## src/hw/tdd_power_pkg.sv

```systemverilog
package tdd_power_pkg;

   // Register byte offsets on the AHB-Lite port
   localparam logic [7:0]  OFS_SIGNAL_STRENGTH = 8'h00;
   localparam logic [7:0]  OFS_SOFT_BIAS       = 8'h04;
   localparam logic [7:0]  OFS_MODULATOR       = 8'h08;
   localparam logic [7:0]  OFS_RECEIVER        = 8'h0c;
   localparam logic [7:0]  OFS_AMPLIFIER       = 8'h10;
   localparam logic [7:0]  OFS_CONTROL         = 8'h14;
   localparam logic [7:0]  OFS_STATUS          = 8'h18;

   // Field positions inside the timing registers
   localparam int          POLARITY_BIT        = 15;
   localparam int          ON_FIELD_HI         = 14;
   localparam int          ON_FIELD_LO         = 8;
   localparam int          OFF_FIELD_HI        = 6;
   localparam int          OFF_FIELD_LO        = 0;
   localparam int          BIAS_WIDTH          = 13;

   // Control register bits
   localparam int          CTRL_TX_ENABLE      = 0;
   localparam int          CTRL_FULL_SEARCH    = 1;
   localparam int          CTRL_SOFT_BIAS      = 2;
   localparam int          CTRL_HANDSET        = 3;
   localparam logic [3:0]  CTRL_RESET          = 4'h0;

   // Frame geometry, in bit periods
   localparam logic [9:0]  FRAME_POSITIONS     = 10'h174;
   localparam logic [8:0]  SAMPLE_POSITION     = 9'h048;
   localparam logic [8:0]  MOD_LEN_BASE        = 9'h090;
   localparam logic [8:0]  MOD_LEN_HANDSET     = 9'h094;
   localparam logic [6:0]  ENCODING_OFFSET     = 7'h01;

   // Fixed upper two bits of every 9-bit event position except modulator off
   localparam logic [1:0]  MOD_ON_UP_BASE      = 2'h0;
   localparam logic [1:0]  MOD_ON_UP_HANDSET   = 2'h1;
   localparam logic [1:0]  RX_ON_UP_BASE       = 2'h1;
   localparam logic [1:0]  RX_ON_UP_HANDSET    = 2'h0;
   localparam logic [1:0]  RX_OFF_UP_BASE      = 2'h2;
   localparam logic [1:0]  RX_OFF_UP_HANDSET   = 2'h1;
   localparam logic [1:0]  PA_ON_UP_BASE       = 2'h0;
   localparam logic [1:0]  PA_ON_UP_HANDSET    = 2'h1;
   localparam logic [1:0]  PA_OFF_UP_BASE      = 2'h1;
   localparam logic [1:0]  PA_OFF_UP_HANDSET   = 2'h2;

endpackage

```

## src/hw/tdd_rf_power_timing_ctrl.sv

```systemverilog
// Implementation choices: register access over AHB-Lite and the address map.
`timescale 1ns/100ps
// Summary of operation
// - Signal-strength register reads latest 8-bit sample, upper byte zero, writes ignored.
// - Sample captured once per frame when receive counter reaches bit 72.
// - Soft bias is a 13-bit two's complement value, 125 Hz steps; reads zero.
// - Soft bias drives the oscillator only while soft-bias select is set.
// - Modulator on field bits 14..8 hold (time mod 128) minus one; reads zero.
// - Modulator position is 9 bits, upper bits 00 base, 01 handset.
// - Modulator switches off 144 bits (base) or 148 bits (handset) after on.
// - Modulator on value acts immediately on write.
// - Modulator held off while transmit enable is clear.
// - Receiver register bit 15 sets front-end pin polarity, 1 active low; reads zero.
// - Receiver on/off fields drive receive power and switch pin on receive counter.
// - Receiver upper bits: on 01/off 10 base, on 00/off 01 handset.
// - Receiver and amplifier time writes act at once.
// - Receive power held on while transmit disabled and full search selected.
// - Amplifier register bit 15 sets amplifier pin polarity, 1 active low; reads zero.
// - Amplifier on/off fields drive amplifier pin on transmit counter, same encoding.
// - Amplifier upper bits: on 00/off 01 base, on 01/off 10 handset.
// - Amplifier pin held inactive while transmit enable is clear.
// - With soft-bias select clear, oscillator takes the loop's own estimate.
module tdd_rf_power_timing_ctrl (
   input  wire logic        hclk,
   input  wire logic        hresetn,
   input  wire logic        ce,
   input  wire logic        hsel,
   input  wire logic [31:0] haddr,
   input  wire logic [1:0]  htrans,
   input  wire logic        hwrite,
   input  wire logic [2:0]  hsize,
   input  wire logic [31:0] hwdata,
   input  wire logic        hready,
   output logic             hreadyout,
   output logic             hresp,
   output logic [31:0]      hrdata,
   input  wire logic [8:0]  tx_frame_count,
   input  wire logic [8:0]  rx_frame_count,
   input  wire logic [7:0]  adc_sample,
   input  wire logic [15:0] afc_bias_estimate,
   output logic [15:0]      nco_bias,
   output logic             modulator_power_on,
   output logic             receiver_power_on,
   output logic             receive_switch_pin,
   output logic             frontend_enable_pin,
   output logic             power_amp_enable_pin
);

   // Reserved upper bits of the bias word are dropped on write
   localparam int BIAS_WIDTH_L = tdd_power_pkg::BIAS_WIDTH;

   logic                    wr_pending_reg;
   logic [7:0]              wr_addr_reg;
   logic [7:0]              signal_strength_value;
   logic [8:0]              rx_count_prev_reg;
   logic [BIAS_WIDTH_L-1:0] soft_bias_reg;
   logic [6:0]              modulator_on_time;
   logic                    frontend_pin_polarity;
   logic [6:0]              receiver_on_time;
   logic [6:0]              receiver_off_time;
   logic                    amplifier_pin_polarity;
   logic [6:0]              amplifier_on_time;
   logic [6:0]              amplifier_off_time;
   logic [3:0]              control_reg;
   logic                    mod_state_reg;
   logic                    rx_state_reg;
   logic                    pa_state_reg;
   logic                    mod_next;
   logic                    rx_next;
   logic                    pa_next;
   logic [8:0]              mod_on_pos;
   logic [8:0]              mod_off_pos;
   logic [8:0]              rx_on_pos;
   logic [8:0]              rx_off_pos;
   logic [8:0]              pa_on_pos;
   logic [8:0]              pa_off_pos;
   logic                    tx_enable;
   logic                    full_search;
   logic                    handset;
   logic                    addr_phase;
   logic                    do_write;
   logic                    sample_now;

   function automatic logic [8:0] frame_add(input logic [8:0] pos, input logic [8:0] len);
      logic [9:0] sum;
      sum = {1'b0, pos} + {1'b0, len};
      if (sum >= tdd_power_pkg::FRAME_POSITIONS) begin
         sum = sum - tdd_power_pkg::FRAME_POSITIONS;
      end
      return sum[8:0];
   endfunction

   function automatic logic [31:0] read_mux(input logic [7:0] addr, input logic [7:0] sig,
                                            input logic [3:0] ctrl, input logic [2:0] st);
      logic [31:0] d;
      d = 32'h0000_0000;
      unique case (addr)
         tdd_power_pkg::OFS_SIGNAL_STRENGTH: d = {24'h00_0000, sig};
         tdd_power_pkg::OFS_CONTROL:         d = {28'h000_0000, ctrl};
         tdd_power_pkg::OFS_STATUS:          d = {29'h0000_0000, st};
         default:                            d = 32'h0000_0000;
      endcase
      return d;
   endfunction

   assign tx_enable   = control_reg[tdd_power_pkg::CTRL_TX_ENABLE];
   assign full_search = control_reg[tdd_power_pkg::CTRL_FULL_SEARCH];
   assign handset     = control_reg[tdd_power_pkg::CTRL_HANDSET];

   // Freezing the block also stalls the bus so no transfer is lost
   assign hreadyout  = ce;
   assign hresp      = 1'b0;
   assign addr_phase = hsel && htrans[1] && hready;
   assign do_write   = wr_pending_reg && ce;

   always_ff @(posedge hclk or negedge hresetn) begin
      if (!hresetn) begin
         wr_pending_reg <= 1'b0;
         wr_addr_reg    <= 8'h00;
      end else if (ce) begin
         wr_pending_reg <= addr_phase && hwrite;
         wr_addr_reg    <= haddr[7:0];
      end
   end

   // Timing registers are write-only; the mux returns zero for them
   always_ff @(posedge hclk or negedge hresetn) begin
      if (!hresetn) begin
         hrdata <= 32'h0000_0000;
      end else if (ce && addr_phase && !hwrite) begin
         hrdata <= read_mux(haddr[7:0], signal_strength_value, control_reg,
                            {pa_state_reg, rx_state_reg, mod_state_reg});
      end
   end

   always_ff @(posedge hclk or negedge hresetn) begin
      if (!hresetn) begin
         soft_bias_reg          <= 13'h0000;
         modulator_on_time      <= 7'h00;
         frontend_pin_polarity  <= 1'b0;
         receiver_on_time       <= 7'h00;
         receiver_off_time      <= 7'h00;
         amplifier_pin_polarity <= 1'b0;
         amplifier_on_time      <= 7'h00;
         amplifier_off_time     <= 7'h00;
         control_reg            <= tdd_power_pkg::CTRL_RESET;
      end else if (do_write) begin
         unique case (wr_addr_reg)
            tdd_power_pkg::OFS_SOFT_BIAS: begin
               soft_bias_reg <= hwdata[BIAS_WIDTH_L-1:0];
            end
            tdd_power_pkg::OFS_MODULATOR: begin
               modulator_on_time <= hwdata[tdd_power_pkg::ON_FIELD_HI:tdd_power_pkg::ON_FIELD_LO];
            end
            tdd_power_pkg::OFS_RECEIVER: begin
               frontend_pin_polarity <= hwdata[tdd_power_pkg::POLARITY_BIT];
               receiver_on_time      <= hwdata[tdd_power_pkg::ON_FIELD_HI:tdd_power_pkg::ON_FIELD_LO];
               receiver_off_time     <= hwdata[tdd_power_pkg::OFF_FIELD_HI:tdd_power_pkg::OFF_FIELD_LO];
            end
            tdd_power_pkg::OFS_AMPLIFIER: begin
               amplifier_pin_polarity <= hwdata[tdd_power_pkg::POLARITY_BIT];
               amplifier_on_time      <= hwdata[tdd_power_pkg::ON_FIELD_HI:tdd_power_pkg::ON_FIELD_LO];
               amplifier_off_time     <= hwdata[tdd_power_pkg::OFF_FIELD_HI:tdd_power_pkg::OFF_FIELD_LO];
            end
            tdd_power_pkg::OFS_CONTROL: begin
               control_reg <= hwdata[3:0];
            end
            default: begin
               control_reg <= control_reg;
            end
         endcase
      end
   end

   // Capture on arrival at the sample position, once per frame
   assign sample_now = (rx_frame_count == tdd_power_pkg::SAMPLE_POSITION)
                       && (rx_count_prev_reg != tdd_power_pkg::SAMPLE_POSITION);

   always_ff @(posedge hclk or negedge hresetn) begin
      if (!hresetn) begin
         rx_count_prev_reg     <= 9'h000;
         signal_strength_value <= 8'h00;
      end else if (ce) begin
         rx_count_prev_reg <= rx_frame_count;
         if (sample_now) begin
            signal_strength_value <= adc_sample;
         end
      end
   end

   always_ff @(posedge hclk or negedge hresetn) begin
      if (!hresetn) begin
         nco_bias <= 16'h0000;
      end else if (ce) begin
         if (control_reg[tdd_power_pkg::CTRL_SOFT_BIAS]) begin
            nco_bias <= {{(16-BIAS_WIDTH_L){soft_bias_reg[BIAS_WIDTH_L-1]}}, soft_bias_reg};
         end else begin
            nco_bias <= afc_bias_estimate;
         end
      end
   end

   // Positions come straight from the live fields, so writes act at once
   always_comb begin
      mod_on_pos  = {handset ? tdd_power_pkg::MOD_ON_UP_HANDSET : tdd_power_pkg::MOD_ON_UP_BASE,
                     modulator_on_time + tdd_power_pkg::ENCODING_OFFSET};
      mod_off_pos = frame_add(mod_on_pos, handset ? tdd_power_pkg::MOD_LEN_HANDSET
                                                  : tdd_power_pkg::MOD_LEN_BASE);
      rx_on_pos   = {handset ? tdd_power_pkg::RX_ON_UP_HANDSET : tdd_power_pkg::RX_ON_UP_BASE,
                     receiver_on_time + tdd_power_pkg::ENCODING_OFFSET};
      rx_off_pos  = {handset ? tdd_power_pkg::RX_OFF_UP_HANDSET : tdd_power_pkg::RX_OFF_UP_BASE,
                     receiver_off_time + tdd_power_pkg::ENCODING_OFFSET};
      pa_on_pos   = {handset ? tdd_power_pkg::PA_ON_UP_HANDSET : tdd_power_pkg::PA_ON_UP_BASE,
                     amplifier_on_time + tdd_power_pkg::ENCODING_OFFSET};
      pa_off_pos  = {handset ? tdd_power_pkg::PA_OFF_UP_HANDSET : tdd_power_pkg::PA_OFF_UP_BASE,
                     amplifier_off_time + tdd_power_pkg::ENCODING_OFFSET};
   end

   // Off wins when on and off positions coincide
   always_comb begin
      mod_next = mod_state_reg;
      if (!tx_enable) begin
         mod_next = 1'b0;
      end else if (tx_frame_count == mod_off_pos) begin
         mod_next = 1'b0;
      end else if (tx_frame_count == mod_on_pos) begin
         mod_next = 1'b1;
      end
   end

   always_comb begin
      rx_next = rx_state_reg;
      if (!tx_enable && full_search) begin
         rx_next = 1'b1;
      end else if (rx_frame_count == rx_off_pos) begin
         rx_next = 1'b0;
      end else if (rx_frame_count == rx_on_pos) begin
         rx_next = 1'b1;
      end
   end

   always_comb begin
      pa_next = pa_state_reg;
      if (!tx_enable) begin
         pa_next = 1'b0;
      end else if (tx_frame_count == pa_off_pos) begin
         pa_next = 1'b0;
      end else if (tx_frame_count == pa_on_pos) begin
         pa_next = 1'b1;
      end
   end

   always_ff @(posedge hclk or negedge hresetn) begin
      if (!hresetn) begin
         mod_state_reg        <= 1'b0;
         rx_state_reg         <= 1'b0;
         pa_state_reg         <= 1'b0;
         modulator_power_on   <= 1'b0;
         receiver_power_on    <= 1'b0;
         receive_switch_pin   <= 1'b0;
         frontend_enable_pin  <= 1'b0;
         power_amp_enable_pin <= 1'b0;
      end else if (ce) begin
         mod_state_reg        <= mod_next;
         rx_state_reg         <= rx_next;
         pa_state_reg         <= pa_next;
         modulator_power_on   <= mod_next;
         receiver_power_on    <= rx_next;
         receive_switch_pin   <= rx_next;
         frontend_enable_pin  <= rx_next ^ frontend_pin_polarity;
         power_amp_enable_pin <= pa_next ^ amplifier_pin_polarity;
      end
   end
endmodule

```

## config.mk

```make
export PLATFORM = sky130hd
export DESIGN_NAME = tdd_rf_power_timing_ctrl
export DESIGN_NICKNAME = d
export VERILOG_FILES = /design/src/hw/tdd_power_pkg.sv /design/src/hw/tdd_rf_power_timing_ctrl.sv
export SDC_FILE = /design/constraint.sdc
export NUM_CORES = 1
export LEC_CHECK = 0
export BUFFER_PORTS_ARGS = -buffer_cell sky130_fd_sc_hd__buf_2
export CORE_AREA = 3 3 132 102
export CTS_CLUSTER_DIAMETER = 80
export CTS_CLUSTER_SIZE = 12
export DETAILED_ROUTE_END_ITERATION = 10
export DIE_AREA = 0 0 135 105
export GPL_TIMING_DRIVEN = 1
export PLACE_DENSITY_LB_ADDON = 0.2
export SLEW_MARGIN = 15
export SYNTH_ARGS = -nofsm -noshare
export SYNTH_HDL_FRONTEND = slang
export SYNTH_SLANG_ARGS = --single-unit
```

## constraint.sdc

```tcl
create_clock -name hclk -period 7.28 [get_ports hclk]
set_input_delay 1.092 -clock hclk [delete_from_list [all_inputs] [get_ports hclk]]
set_output_delay 1.092 -clock hclk [all_outputs]
set_load 0.02 [all_outputs]
```

==> flow_summary.yaml <==
yosys:
  synth_seq_area_share: 0.4456
  synthCells: 564
  synth_top_area_share: 0.4456
  synth.area.top_cells: "dfrtp_1, mux2_2, xnor2_1, mux2_1, xor2_1"
  syn-cell-area_sq_um: 6121
  syn_avg_cell_area_sq_um: 10.85
  yosys.area.top_type: "dfrtp_1"
  ys_ff_latch: 109
  async_reset_ff_frac: 1.000
  synth_enable_flop_cells: 0
  ys_types: 59
  ys_warn_count: 0
  synth_ff_type: "dfrtp_1"
timing:
  min_period_over_period: 0.4660
  setup_viol: 0
  fin_setup_tns_ns: 0
  hold_viol: 0
  finalClockSkew_ns: 0.01004
  tightest_slew_ns: 1.003
  rsz0062_at_grt: "no"
  finalCriticalPeriod_ns: 3.393
  drv_slew: 0
  finalWorstSetupSlack_ns: 3.887
  clock.fmax_ghz: 0.2947
  slew_headroom: 0.3313
die:
  fp.coreArea_sq_um: 12220
  fp.dieH_um: 105
  die_w_um: 135
  io_pins: 172
  start_util: 0.5010
  design.die.area_sq_um: 14180
  rows: 35
layout:
  drive_gt1_frac: 0.2731
  nNetsFinal: 781
  fin_util: 0.5701
  synthToLayoutAreaGrowth_pct: 13.80
  diodes: 0
  largest_reg_flops: 16
  stdcell_area_sq_um: 6965
cts:
  cts_setup_buffers: 0
  htree_num_levels: 3
  cts_tree: "built"
  clock_latency_ns: 0.35
  cts_hold_buf: 0
  clockBufferDepth: 2
  cts_made_buffers: 9
  root_buffer: "clkbuf_16"
  clkTransAtPathRegs_ns: 0.08
  cts_sinks: 109
  cts_resized: 0
worst_hold_path:
  hold_path.class: "reg2reg"
power_and_ir_drop:
  pwr-share-clk: 0.381
  p_sw_frac: 0.2663
  seq_power_share: 0.501
  p_leak_nw: 3.341
  power_frac_comb: 0.118
  intPower_w: 0.0009443
  ir_drop_v: 0.0001240
  power_switching_w: 0.0003428
  p_per_area_nw_per_um2: 184.8
  power_w: 0.001287
worst_setup_path:
  crit_type: "reg2reg"
  cp_data_arrival_time_ns: 3.66
  startpoint_type: "flop"
  cp-end-kind: "flop"
  cp_data_required_time_ns: 7.55
  crit_fanout: 9
routing:
  ant_nets: 0
  routedWlPerCell_um: 17.04
  drc: 0
  wl_mm: 14.06
  firstDrtPassIters: 5
  drtIter0Drc: 208
  vias: 4502
  via_per_inst: 5.457
grt:
  grt_max_degree: 63
  grt_util_all_layers: 0.2011
  grt_pass1_vias: 4437
  grt_overflow: 0
  grt_pass1_wl_mm: 22.67
  antenna_found_initial: 0
place:
  pre_cts_ws_ns: 3.685
  hpwl_mm: 10.51
  place_area_sq_um: 6660
  place_congestion: 0.7905
  portBuffers: 102
run_status:
  status: "finished, final reports clean"
run:
  maxCapViolCount: 0
==> cell type report <==
cell class                      count  area [sq um]
Fill cell                        1059          5253
Multi-Input combinational cell    417          3141
Sequential cell                   109          2728
Timing Repair Buffer              106         543.0
Clock buffer                       11         252.7
Tap cell                          166         207.7
Clock inverter                      5         52.55
Inverter                           11         41.29
==> layer usage <==
metal | wire [um] | vias up | global-route usage
met2 | 6393 | 151 | 0.3173
met3 | 905 | 9 | 0.04524
li1 | - | 2142 | -
met5 | 0 | - | 0
met4 | 108 | 0 | 0.03885
met1 | 6648 | 2200 | 0.2873
==> synth_stat cells (3+ instances only) <==
cell	n
a211oi_1	3
nor2_1	35
buf_2	4
o22ai_1	3
a22oi_1	3
nor4b_1	4
nand3_1	17
mux2_1	26
clkbuf_1	16
nor3_1	15
buf_1	3
a31oi_1	3
mux2i_1	21
o21ai_0	14
ha_1	10
xor2_1	25
a21oi_1	25
and3_1	4
nand3b_1	4
dfrtp_1	109
buf_4	28
mux2_2	51
nand2_1	28
and2_1	3
a22o_1	8
inv_1	11
o21ai_1	5
xnor2_1	38
or3_1	3
nor4_1	7
==> cells in the final DEF (no fill, tap or decap), drive strengths merged, types with 4 or more instances in the layout <==
cell,n
xnor2,38
nand3b,4
a22o,8
nor3,15
o21ai,19
nand2,28
nand3,19
a21oi,25
mux2i,21
buf,106
dfrtp,109
clkbuf,11
nor4b,6
nor2,36
inv,13
nor4,7
xor2,25
conb,25
ha,10
mux2,77
and3,4
==> metrics by stage <==
stage / hold slack (ns) / cells
detailed placement: 0.4673 / 809
global route: 0.4872 / 825
CTS: 0.4692 / 825
global placement: 0.4570 / 809
finish: 0.4667 / 825
floorplan: 0.4377 / 588
==> worst max-delay path: stages (launching register included) <==
cell and delay (ns):
dfrtp_1 0.53, ha_1 0.36, xor2_1 0.28, ha_1 0.25, nand2_1 0.07, mux2i_1 0.30
xnor3_1 0.28, a211o_1 0.36, nor3_1 0.38, nor3_1 0.11, a41o_1 0.23, a31oi_1 0.16
==> final timing paths <==
check	cells after the start	slack, ns	start	end
worst max register to register	11	3.89	modulator_on_time[1]	mod_state_reg
worst min register to register	1	0.47	amplifier_pin_polarity	power_amp_enable_pin
max in group asynchronous	2	5.33	hresetn	modulator_on_time[5]
worst min-delay path	1	0.47	amplifier_pin_polarity	power_amp_enable_pin
min in group asynchronous	1	0.81	hresetn	signal_strength_value[4]
worst max-delay path	11	3.89	modulator_on_time[1]	mod_state_reg
==> cell families after synthesis <==
logic type,count (synthesis),share of synthesized area
AO/OA/AOI/OAI,81,0.08627
adder cells (fa/ha/maj),10,0.02044
AND/OR/NAND/NOR,138,0.1175
buffers and inverters,62,0.05601
XOR/XNOR,65,0.09751
flip-flops,109,0.4456
other,1,0.0006127
multiplexers,98,0.1760
==> power by group through the flow <==
stage / combinational [W] / clock (W) / sequential, W
after floorplan: 0.0000862 / 0 / 0.000665
after global placement: 0.000148 / 0 / 0.000656
after detailed placement: 0.000153 / 0 / 0.000657
after CTS: 0.000153 / 0.000505 / 0.000645
after global routing: 0.000166 / 0.000531 / 0.000649
final: 0.000151 / 0.000491 / 0.000645
(Power assumes the default switching activity.)
